## src/rtl/tmc_pkg.sv

```systemverilog
// Shared constants and types of the touch measurement configuration block.
// Assumes a single 10 MHz core clock; the 2 MHz measurement oscillator is
// modelled as a fixed number of core cycles per oscillator period.
package tmc_pkg;

	// ************************************************************
	// Clock and timing
	// ************************************************************
	localparam int unsigned CORE_CLK_HZ     = 10_000_000;
	localparam int unsigned OSC_HZ          = 2_000_000;
	localparam int unsigned CYC_PER_OSC     = CORE_CLK_HZ / OSC_HZ;
	localparam int unsigned CYC_PER_US      = CORE_CLK_HZ / 1_000_000;
	localparam int unsigned MIN_ADC_SETTLE_US = 10;
	// Acquisition lengths in oscillator periods for codes 00..11
	localparam int unsigned ACQ_OSC_PERIODS [4] = '{4, 16, 64, 256};
	// Settle ladder in microseconds for codes 0000..1111
	localparam int unsigned SETTLE_LADDER_US [16] = '{
		10, 20, 50, 80, 100, 200, 500, 800,
		1000, 2000, 5000, 10000, 20000, 50000, 100000, 200000};
	// Panel setup code that skips the setup interval
	localparam logic [3:0] PANEL_SKIP_CODE = 4'h0;

	// ************************************************************
	// Register offsets and reset values
	// ************************************************************
	localparam logic [7:0] MEASUREMENT_RESOLUTION_OFS    = 8'h02;
	localparam logic [7:0] MEASUREMENT_AVERAGING_OFS     = 8'h03;
	localparam logic [7:0] ADC_SAMPLING_TIME_OFS         = 8'h04;
	localparam logic [7:0] PANEL_SETUP_TIMING_OFS        = 8'h05;
	localparam logic [7:0] DELAYED_CONVERSION_TIMING_OFS = 8'h06;
	localparam logic [7:0] MEASUREMENT_RESOLUTION_RST    = 8'h00;
	localparam logic [7:0] MEASUREMENT_AVERAGING_RST     = 8'h00;
	localparam logic [7:0] ADC_SAMPLING_TIME_RST         = 8'h00;
	localparam logic [7:0] PANEL_SETUP_TIMING_RST        = 8'h00;
	localparam logic [7:0] DELAYED_CONVERSION_TIMING_RST = 8'h00;
	localparam logic [7:0] UNMAPPED_READ                 = 8'h00;

	// ************************************************************
	// Field positions
	// ************************************************************
	localparam logic [7:0] RESOLUTION_IMPL_MASK        = 8'h1F;
	localparam int unsigned ADC_LOW_POWER_SELECT_BIT   = 4;
	localparam int unsigned X_RESOLUTION_SELECT_BIT    = 3;
	localparam int unsigned Y_RESOLUTION_SELECT_BIT    = 2;
	localparam int unsigned Z1_RESOLUTION_SELECT_BIT   = 1;
	localparam int unsigned Z2_RESOLUTION_SELECT_BIT   = 0;
	localparam int unsigned X_AVERAGE_DEPTH_LSB        = 6;
	localparam int unsigned Y_AVERAGE_DEPTH_LSB        = 4;
	localparam int unsigned Z1_AVERAGE_DEPTH_LSB       = 2;
	localparam int unsigned Z2_AVERAGE_DEPTH_LSB       = 0;
	localparam int unsigned X_ACQUIRE_TIME_LSB         = 6;
	localparam int unsigned Y_ACQUIRE_TIME_LSB         = 4;
	localparam int unsigned Z1_ACQUIRE_TIME_LSB        = 2;
	localparam int unsigned Z2_ACQUIRE_TIME_LSB        = 0;
	localparam int unsigned POSITION_SETTLE_LSB        = 4;
	localparam int unsigned PRESSURE_SETTLE_LSB        = 0;

	// ************************************************************
	// Types
	// ************************************************************
	localparam int unsigned SAMPLE_W  = 12;
	localparam int unsigned MAX_DEPTH = 16;

	typedef enum logic [1:0] {
		TMC_CH_X,
		TMC_CH_Y,
		TMC_CH_Z1,
		TMC_CH_Z2
	} tmc_channel_e;

	typedef enum logic [2:0] {
		TMC_ST_IDLE,
		TMC_ST_PANEL_SETUP,
		TMC_ST_ADC_SETTLE,
		TMC_ST_ACQUIRE,
		TMC_ST_CONVERT,
		TMC_ST_REDUCE
	} tmc_state_e;

	// Register access from the serial interface decoder
	typedef struct packed {
		logic       write;
		logic [7:0] addr;
		logic [7:0] wdata;
	} tmc_reg_req_s;

	// Controls toward the panel switches and the ADC
	typedef struct packed {
		logic panel_drive;
		logic adc_powered;
		logic adc_acquire;
		logic adc_convert;
		logic adc_eight_bit;
		logic adc_low_power_select;
	} tmc_adc_ctl_s;

	// One finished measurement
	typedef struct packed {
		logic                valid;
		tmc_channel_e        channel;
		logic [SAMPLE_W-1:0] value;
	} tmc_result_s;

endpackage : tmc_pkg

```

## src/rtl/tmc_interval_timer.sv

```systemverilog
// Down-counting interval timer used for the panel setup, ADC settle and acquire phases of a measurement.
// Assumes the caller loads a count of at least one cycle.
`timescale 1ns/1ps
`default_nettype none

module tmc_interval_timer #(
	parameter int unsigned WIDTH = 22
) (
	input  wire logic             core_clk,
	input  wire logic             rst_b,
	input  wire logic             load,
	input  wire logic [WIDTH-1:0] load_count,
	output logic                  expired
);

	// ************************************************************
	// State
	// ************************************************************
	typedef struct packed {
		logic             running;
		logic [WIDTH-1:0] count;
	} tmc_timer_s;

	tmc_timer_s state;
	tmc_timer_s next_state;

	// Refuse a counter too narrow to hold a count down to one
	if (WIDTH < 2)
	begin : g_bad_width
		$error("tmc_interval_timer: WIDTH too small");
	end

	// Last cycle of the interval; kept free of load so that a caller that
	// reloads on expiry forms no combinational loop through this output
	assign expired = state.running && (state.count == WIDTH'(1));

	// Count down, stop at the last cycle
	always_comb
	begin
		next_state = state;
		if (load)
		begin
			next_state.running = 1'b1;
			next_state.count   = load_count;
		end
		else if (state.running)
		begin
			next_state.count = state.count - WIDTH'(1);
			if (state.count == WIDTH'(1))
				next_state.running = 1'b0;
		end
	end

	// Register the copy
	always_ff @(posedge core_clk or negedge rst_b)
	begin
		if (!rst_b)
			state <= '0;
		else
			state <= next_state;
	end

endmodule : tmc_interval_timer

`default_nettype wire

```

## src/rtl/tmc_measure_seq.sv

```systemverilog
// Measurement configuration registers and phase sequencer of the touch
// controller: settle intervals, acquisition, conversion and averaging.
// Assumes a command decoder issues meas_start and an ADC on core_clk that
// answers each conversion with adc_conv_done and a sample.
`timescale 1ns/1ps
`default_nettype none

module tmc_measure_seq #(
	parameter int unsigned CYCLES_PER_US = tmc_pkg::CYC_PER_US,
	parameter int unsigned TMR_W         = 22
) (
	input  wire logic                         core_clk,
	input  wire logic                         rst_b,
	input  wire tmc_pkg::tmc_reg_req_s        reg_req,
	output logic [7:0]                        reg_rdata,
	input  wire logic                         meas_start,
	input  wire tmc_pkg::tmc_channel_e        meas_channel,
	input  wire logic                         averaging_enable,
	input  wire logic                         averaging_filter_select,
	input  wire logic                         adc_conv_done,
	input  wire logic [tmc_pkg::SAMPLE_W-1:0] adc_sample,
	output tmc_pkg::tmc_adc_ctl_s             adc_ctl,
	output logic                              meas_busy,
	output tmc_pkg::tmc_result_s              result
);

	localparam int unsigned SW = tmc_pkg::SAMPLE_W;
	localparam int unsigned MD = tmc_pkg::MAX_DEPTH;

	// ************************************************************
	// State
	// ************************************************************
	typedef struct packed {
		tmc_pkg::tmc_state_e      phase;
		tmc_pkg::tmc_channel_e    channel;
		logic                     mean_mode;
		logic [1:0]               depth_code;
		logic [1:0]               acq_code;
		logic [4:0]               taken;
		logic [MD-1:0][SW-1:0]    sorted;
		logic [7:0]               resolution;
		logic [7:0]               averaging;
		logic [7:0]               sampling;
		logic [7:0]               panel_setup;
		logic [7:0]               delayed_conv;
		logic [7:0]               rdata;
		tmc_pkg::tmc_result_s     result;
	} tmc_seq_s;

	tmc_seq_s state;
	tmc_seq_s next_state;

	logic             tmr_load;
	logic [TMR_W-1:0] tmr_count;
	logic             tmr_expired;

	// Refuse a rate whose longest settle interval overflows the timer
	if (CYCLES_PER_US < 1 || 64'(CYCLES_PER_US) * 64'd200000 >= (64'd1 << TMR_W))
	begin : g_bad_rate
		$error("tmc_measure_seq: CYCLES_PER_US does not fit TMR_W");
	end

	// ************************************************************
	// Helpers
	// ************************************************************
	// Settle ladder code to cycles, never below one cycle
	function automatic logic [TMR_W-1:0] ladder_cycles(input logic [3:0] code);
		logic [63:0] cyc;
		cyc = 64'(tmc_pkg::SETTLE_LADDER_US[code]) * 64'(CYCLES_PER_US);
		return TMR_W'(cyc);
	endfunction : ladder_cycles

	// Acquisition code to cycles of the core clock
	function automatic logic [TMR_W-1:0] acquire_cycles(input logic [1:0] code);
		logic [63:0] cyc;
		cyc = 64'(tmc_pkg::ACQ_OSC_PERIODS[code]) * 64'(tmc_pkg::CYC_PER_OSC);
		return TMR_W'(cyc);
	endfunction : acquire_cycles

	// Two-bit field of a register for one channel
	function automatic logic [1:0] chan_field(input logic [7:0] r,
		input tmc_pkg::tmc_channel_e ch);
		logic [1:0] f;
		unique case (ch)
			tmc_pkg::TMC_CH_X:  f = r[tmc_pkg::X_AVERAGE_DEPTH_LSB +: 2];
			tmc_pkg::TMC_CH_Y:  f = r[tmc_pkg::Y_AVERAGE_DEPTH_LSB +: 2];
			tmc_pkg::TMC_CH_Z1: f = r[tmc_pkg::Z1_AVERAGE_DEPTH_LSB +: 2];
			tmc_pkg::TMC_CH_Z2: f = r[tmc_pkg::Z2_AVERAGE_DEPTH_LSB +: 2];
		endcase
		return f;
	endfunction : chan_field

	// Settle nibble: position for X/Y, pressure for Z1/Z2
	function automatic logic [3:0] settle_code(input logic [7:0] r,
		input tmc_pkg::tmc_channel_e ch);
		logic pos;
		pos = (ch == tmc_pkg::TMC_CH_X) || (ch == tmc_pkg::TMC_CH_Y);
		return pos ? r[tmc_pkg::POSITION_SETTLE_LSB +: 4] :
			r[tmc_pkg::PRESSURE_SETTLE_LSB +: 4];
	endfunction : settle_code

	// Samples per run: 1, 4, 8 or 16
	function automatic logic [4:0] depth_total(input logic [1:0] code);
		return (code == 2'h0) ? 5'h01 : (5'h02 << code);
	endfunction : depth_total

	// ************************************************************
	// Phase timer
	// ************************************************************
	tmc_interval_timer #(
		.WIDTH      (TMR_W)
	) tmc_interval_timer_inst (
		.core_clk   (core_clk),
		.rst_b      (rst_b),
		.load       (tmr_load),
		.load_count (tmr_count),
		.expired    (tmr_expired)
	);

	// ************************************************************
	// Outputs
	// ************************************************************
	logic res_bit;

	// Resolution bit of the channel in flight
	always_comb
	begin
		unique case (state.channel)
			tmc_pkg::TMC_CH_X:  res_bit = state.resolution[tmc_pkg::X_RESOLUTION_SELECT_BIT];
			tmc_pkg::TMC_CH_Y:  res_bit = state.resolution[tmc_pkg::Y_RESOLUTION_SELECT_BIT];
			tmc_pkg::TMC_CH_Z1: res_bit = state.resolution[tmc_pkg::Z1_RESOLUTION_SELECT_BIT];
			tmc_pkg::TMC_CH_Z2: res_bit = state.resolution[tmc_pkg::Z2_RESOLUTION_SELECT_BIT];
		endcase
	end

	// Panel drive and ADC power, acquire and convert follow the phase; resolution selects come from the register
	always_comb
	begin
		adc_ctl.panel_drive   = (state.phase != tmc_pkg::TMC_ST_IDLE) &&
			(state.phase != tmc_pkg::TMC_ST_REDUCE);
		adc_ctl.adc_powered   = (state.phase == tmc_pkg::TMC_ST_ADC_SETTLE) ||
			(state.phase == tmc_pkg::TMC_ST_ACQUIRE) ||
			(state.phase == tmc_pkg::TMC_ST_CONVERT);
		adc_ctl.adc_acquire   = (state.phase == tmc_pkg::TMC_ST_ACQUIRE);
		adc_ctl.adc_convert   = (state.phase == tmc_pkg::TMC_ST_CONVERT);
		adc_ctl.adc_eight_bit = res_bit;
		adc_ctl.adc_low_power_select =
			state.resolution[tmc_pkg::ADC_LOW_POWER_SELECT_BIT];
	end

	assign meas_busy = (state.phase != tmc_pkg::TMC_ST_IDLE);
	assign reg_rdata = state.rdata;
	assign result    = state.result;

	// ************************************************************
	// Sorted insertion and reduction
	// ************************************************************
	logic [MD-1:0][SW-1:0] inserted;
	logic [MD-1:0]         keep;
	logic [15:0]           acc;
	logic [4:0]            lo;
	logic [4:0]            hi;
	logic [2:0]            shift;

	// Insert the new sample keeping the array ascending
	always_comb
	begin
		for (int i = 0; i < MD; i++)
			keep[i] = (5'(i) < state.taken) && (state.sorted[i] <= adc_sample);
		for (int i = 0; i < MD; i++)
		begin
			if (keep[i])
				inserted[i] = state.sorted[i];
			else if (i == 0)
				inserted[i] = adc_sample;
			else if (keep[i-1])
				inserted[i] = adc_sample;
			else
				inserted[i] = state.sorted[i-1];
		end
	end

	// Window of sorted samples summed, and the divide as a shift
	always_comb
	begin
		if (state.depth_code == 2'h0)
		begin
			lo    = 5'h00;
			hi    = 5'h01;
			shift = 3'h0;
		end
		else if (state.mean_mode)
		begin
			lo    = 5'h00;
			hi    = depth_total(state.depth_code);
			shift = 3'(state.depth_code) + 3'h1;
		end
		else
		begin
			lo    = depth_total(state.depth_code) >> 2;
			hi    = depth_total(state.depth_code) - lo;
			shift = 3'(state.depth_code);
		end
		acc = 16'h0000;
		for (int i = 0; i < MD; i++)
			if ((5'(i) >= lo) && (5'(i) < hi))
				acc = acc + 16'(state.sorted[i]);
	end

	// ************************************************************
	// Sequencer and registers
	// ************************************************************
	always_comb
	begin
		next_state = state;
		tmr_load   = 1'b0;
		tmr_count  = TMR_W'(1);
		next_state.result.valid = 1'b0;

		// Register writes; unused resolution bits are dropped
		if (reg_req.write)
		begin
			unique case (reg_req.addr)
				tmc_pkg::MEASUREMENT_RESOLUTION_OFS:
					next_state.resolution = reg_req.wdata &
						tmc_pkg::RESOLUTION_IMPL_MASK;
				tmc_pkg::MEASUREMENT_AVERAGING_OFS:     next_state.averaging = reg_req.wdata;
				tmc_pkg::ADC_SAMPLING_TIME_OFS:         next_state.sampling = reg_req.wdata;
				tmc_pkg::PANEL_SETUP_TIMING_OFS:        next_state.panel_setup = reg_req.wdata;
				tmc_pkg::DELAYED_CONVERSION_TIMING_OFS: next_state.delayed_conv = reg_req.wdata;
				default: ;
			endcase
		end

		// Read data registered one cycle after the address
		unique case (reg_req.addr)
			tmc_pkg::MEASUREMENT_RESOLUTION_OFS:    next_state.rdata = state.resolution;
			tmc_pkg::MEASUREMENT_AVERAGING_OFS:     next_state.rdata = state.averaging;
			tmc_pkg::ADC_SAMPLING_TIME_OFS:         next_state.rdata = state.sampling;
			tmc_pkg::PANEL_SETUP_TIMING_OFS:        next_state.rdata = state.panel_setup;
			tmc_pkg::DELAYED_CONVERSION_TIMING_OFS: next_state.rdata = state.delayed_conv;
			default:                                next_state.rdata = tmc_pkg::UNMAPPED_READ;
		endcase

		unique case (state.phase)
			tmc_pkg::TMC_ST_IDLE:
			begin
				// Every command kind and scan enters here; channel, averaging and acquisition codes are frozen per run
				if (meas_start)
				begin
					next_state.channel    = meas_channel;
					next_state.mean_mode  = averaging_filter_select;
					next_state.depth_code = averaging_enable ?
						chan_field(state.averaging, meas_channel) : 2'h0;
					next_state.acq_code   = chan_field(state.sampling, meas_channel);
					next_state.taken      = 5'h00;
					tmr_load              = 1'b1;
					if (settle_code(state.panel_setup, meas_channel) ==
						tmc_pkg::PANEL_SKIP_CODE)
					begin
						next_state.phase = tmc_pkg::TMC_ST_ADC_SETTLE;
						tmr_count = ladder_cycles(
							settle_code(state.delayed_conv, meas_channel));
					end
					else
					begin
						next_state.phase = tmc_pkg::TMC_ST_PANEL_SETUP;
						tmr_count = ladder_cycles(
							settle_code(state.panel_setup, meas_channel));
					end
				end
			end
			tmc_pkg::TMC_ST_PANEL_SETUP:
			begin
				if (tmr_expired)
				begin
					next_state.phase = tmc_pkg::TMC_ST_ADC_SETTLE;
					tmr_load  = 1'b1;
					tmr_count = ladder_cycles(
						settle_code(state.delayed_conv, state.channel));
				end
			end
			tmc_pkg::TMC_ST_ADC_SETTLE:
			begin
				if (tmr_expired)
				begin
					next_state.phase = tmc_pkg::TMC_ST_ACQUIRE;
					tmr_load  = 1'b1;
					tmr_count = acquire_cycles(state.acq_code);
				end
			end
			tmc_pkg::TMC_ST_ACQUIRE:
			begin
				// Conversion waits for the full acquisition
				if (tmr_expired)
					next_state.phase = tmc_pkg::TMC_ST_CONVERT;
			end
			tmc_pkg::TMC_ST_CONVERT:
			begin
				if (adc_conv_done)
				begin
					next_state.sorted = inserted;
					next_state.taken  = state.taken + 5'h01;
					if (state.taken + 5'h01 >= depth_total(state.depth_code))
						next_state.phase = tmc_pkg::TMC_ST_REDUCE;
					else
					begin
						next_state.phase = tmc_pkg::TMC_ST_ACQUIRE;
						tmr_load  = 1'b1;
						tmr_count = acquire_cycles(state.acq_code);
					end
				end
			end
			tmc_pkg::TMC_ST_REDUCE:
			begin
				next_state.result.valid   = 1'b1;
				next_state.result.channel = state.channel;
				next_state.result.value   = SW'(acc >> shift);
				next_state.phase          = tmc_pkg::TMC_ST_IDLE;
			end
			default:
				next_state.phase = tmc_pkg::TMC_ST_IDLE;
		endcase
	end

	// Register the copy; all fields reset to documented defaults
	always_ff @(posedge core_clk or negedge rst_b)
	begin
		if (!rst_b)
		begin
			state              <= '0;
			state.phase        <= tmc_pkg::TMC_ST_IDLE;
			state.resolution   <= tmc_pkg::MEASUREMENT_RESOLUTION_RST;
			state.averaging    <= tmc_pkg::MEASUREMENT_AVERAGING_RST;
			state.sampling     <= tmc_pkg::ADC_SAMPLING_TIME_RST;
			state.panel_setup  <= tmc_pkg::PANEL_SETUP_TIMING_RST;
			state.delayed_conv <= tmc_pkg::DELAYED_CONVERSION_TIMING_RST;
		end
		else
			state <= next_state;
	end

endmodule : tmc_measure_seq

`default_nettype wire

```

## config.mk

```make
export PLATFORM = sky130hd
export DESIGN_NAME = tmc_measure_seq
export DESIGN_NICKNAME = d
export VERILOG_FILES = /design/src/rtl/tmc_pkg.sv /design/src/rtl/tmc_interval_timer.sv /design/src/rtl/tmc_measure_seq.sv
export SDC_FILE = /design/constraint.sdc
export NUM_CORES = 2
export LEC_CHECK = 0
export ABC_AREA = 1
export ABC_CLOCK_PERIOD_IN_PS = 43400
export BUFFER_PORTS_ARGS = -buffer_cell sky130_fd_sc_hd__buf_2
export CELL_PAD_IN_SITES_DETAIL_PLACEMENT = 1
export CELL_PAD_IN_SITES_GLOBAL_PLACEMENT = 2
export CORE_MARGIN = 3
export CORE_UTILIZATION = 36
export DETAILED_ROUTE_END_ITERATION = 8
export GPL_TIMING_DRIVEN = 0
export PLACE_DENSITY = 0.78
export SYNTH_ARGS = -nofsm -noshare
export SYNTH_HDL_FRONTEND = slang
export SYNTH_HIERARCHICAL = 1
export SYNTH_SLANG_ARGS = --single-unit
```

## constraint.sdc

```tcl
create_clock -name core_clk -period 43.4 [get_ports core_clk]
set_clock_uncertainty 0.15 [all_clocks]
set_input_delay 6.51 -clock core_clk [delete_from_list [all_inputs] [get_ports core_clk]]
set_output_delay 6.51 -clock core_clk [all_outputs]
set_load 0.05 [all_outputs]
```

==> metrics <==
Num CTS Buffers=39; die height=312 um; Slowest cell on crit path=o21ai_0; Post-Syn Nets=5547; P per Cell Area=46.2 nW/um2; Yosys cell types=71; CTS max path bufs=3; YS warnings=6; Int Power=840 uW; Post-DP HPWL=106000 um; Vias/cell=5.46; Post-synth top flop=dfrtp_1; commonest cells after routing, fill and taps aside=nand2_1, inv_1, ha_1; Root Driver=clkbuf_16; Max stage delay on crit path=500 ps; ys async rst share=1.00; NetSw=864 uW; Critical Path RT=43750 ps; worst-margin pin slew=1500 ps; power share of the clock group=0.190; unrepaired setup endpoints after global routing=false; layout overhead on the synthesized area=9.75%; minimum clock period=18320 ps; Logic pwr share=0.632; Seq pwr share=0.178; Max Cap Viol=2; final hold violations=0; Congestion Overflow GR=0; DRC violations left=0; layout cells sized above 1=0.0616; DRT antenna net count=0; commonest non-fill, non-tap cell in the layout=nand2_1; Mapped Cells=4993; CP dominant cell by count=nand2_1; FP Rows=111; final period utilization=0.422; CP arrival=18670 ps; CTS Sinks=290; post-CTS setup buffers=0; final setup TNS=0 ps; worst skew pair latency=570 ps; CTS tree=built; CORE AREA=92100 um2; DRT iter0 DRCs=1959; Netlist Area Pre-Place=33600 um2; Worst-path clk slew=50 ps; WL per Instance=20.7 um; Pleak=0.0189 uW; Worst VDD drop=0.0210 mV; outcome=finished, violations left; H-tree Lvls=2; fill count=12000; Initial Util=0.365; #FFs+latches synth=290; Pre-antenna DRT Iters=5; Max-slew headroom=-0.00442; kind of critical path=reg -> reg; Avg Cell Area, Syn=6.74 um2; IO Count=67; Max FO, Critical Path=10; f_max=0.0546 GHz; Min-Delay Path Class=reg -> reg; Worst setup SP type=register; CP Capture Type=register; # resized after CTS=0; port buffer count=65; die area=97100 um2; largest net degree at the start of global routing=108; final setup fails=0; nets@finish=5659; fin. max-slew vios=20; failing checks=max-capacitance violations, max-slew violations; initial antenna violation count=6; Die X=312 um; Sw Share=0.507; hold buffer count at CTS=0; total power=1700 uW; vias in the first global route=35000; Post-synth EDFFs=0; sequential cell area fraction in the yosys report=0.216; WP buf/inv=18; via count=34800; Top delay family on crit path=adder cells; All-Layer GR Usage=0.267; gpl congestion=0.849; first-pass GRT wire length=204000 um; WL final=132000 um
==> area by class of cell <==
type,count,area [um2],area share
Multi-Input combinational cell,3868,23100,0.626
Sequential cell,290,7260,0.197
Inverter,674,2530,0.0687
Tap cell,1243,1560,0.0421
Clock buffer,55,1130,0.0305
Buffer,161,731,0.0198
Timing Repair Buffer,71,488,0.0132
Clock inverter,8,93.8,0.00254
Antenna cell,1,2.50,0.0000678
==> per-stage QoR <==
| stage | instance area (um2) | utilization | worst slack, ps | hold WS [ps] | cells |
|---|---|---|---|---|---|
| floorplan | 33600 | - | 28310 | 300 | 4993 |
| global placement | 35500 | 0.386 | 25210 | 318 | 6301 |
| detailed placement | 35700 | 0.387 | 24970 | 326 | 6306 |
| CTS | 36900 | 0.400 | 24930 | 339 | 6369 |
| global route | 36900 | 0.401 | 23010 | 364 | 6370 |
| finish | 36900 | 0.401 | 25080 | 330 | 6371 |
==> worst register-to-register path, delay by kind of cell, from the launching register on <==
kind                     cells  cell delay, ps
adder cells (fa/ha/maj)     17            5470
AND/OR/NAND/NOR             47            5280
AO/OA/AOI/OAI               24            4600
buffers and inverters       18            1570
XOR/XNOR                     5             790
flip-flops                   1             440
==> cells in the mapped netlist (all sizes together) (9+ instances only) <==
master | instances | area share
nand2 | 1104 | 0.13
inv | 666 | 0.074
nor2 | 514 | 0.062
ha | 499 | 0.19
o21ai | 449 | 0.068
a21oi | 430 | 0.065
dfrtp | 290 | 0.22
nand3 | 265 | 0.042
clkbuf | 106 | 0.012
a31oi | 72 | 0.013
xor2 | 70 | 0.018
buf | 55 | 0.0099
nand4 | 54 | 0.010
o31ai | 47 | 0.010
o22ai | 44 | 0.0082
nor3 | 35 | 0.0052
xnor2 | 31 | 0.0081
o211ai | 30 | 0.0068
o21bai | 28 | 0.0062
a211oi | 27 | 0.0060
nand3b | 24 | 0.0058
o2111ai | 21 | 0.0055
or2 | 20 | 0.0037
fa | 18 | 0.011
a22oi | 15 | 0.0033
a21o | 9 | 0.0020
==> metal layers <==
metal,vias to the layer above,GRT usage,routed length [um]
li1,17000,-,-
met1,17000,0.384,64600
met2,648,0.427,58300
met3,135,0.0333,6380
met4,2,0.0576,2690
met5,-,0,13
==> flip-flops by register name, indices dropped and copies added (netlist names) <==
name,flops
result,15
reg_rdata,8
adc_ctl,1
state,243
tmc_interval_timer_inst/state,23
==> final timing paths <==
check	startpoint	to	slack (ps)	cells past startpoint
max	state[263]	result[11]	25080	111
min	result[10]	result[10]	330	2
max reg2reg	state[263]	result[11]	25080	111
min reg2reg	result[10]	result[10]	330	2
max in group asynchronous	rst_b	result[10]	36160	2
min in group asynchronous	rst_b	state[142]	5820	1
==> kinds of logic (layout without fill, tap and decap cells) <==
group                    after synthesis  after routing  synth area share
AO/OA/AOI/OAI                       1216           1216             0.206
XOR/XNOR                             101            101            0.0263
buffers and inverters                835            969            0.0971
flip-flops                           290            290             0.216
multiplexers                           1              1          0.000298
adder cells (fa/ha/maj)              517            517             0.196
AND/OR/NAND/NOR                     2032           2032             0.258
other                                  1              2          0.000112
==> power groups by stage <==
| stage | logic, uW | registers, uW | clock network, uW |
|---|---|---|---|
| 2_1_floorplan | 789 | 299 | 0 |
| 3_5_place_dp | 1080 | 308 | 0 |
| 3_3_place_gp | 1050 | 308 | 0 |
| 6_report | 1080 | 304 | 324 |
| 5_1_grt | 1240 | 305 | 340 |
| 4_1_cts | 1080 | 303 | 330 |
Power figures use the tool's default switching activity.
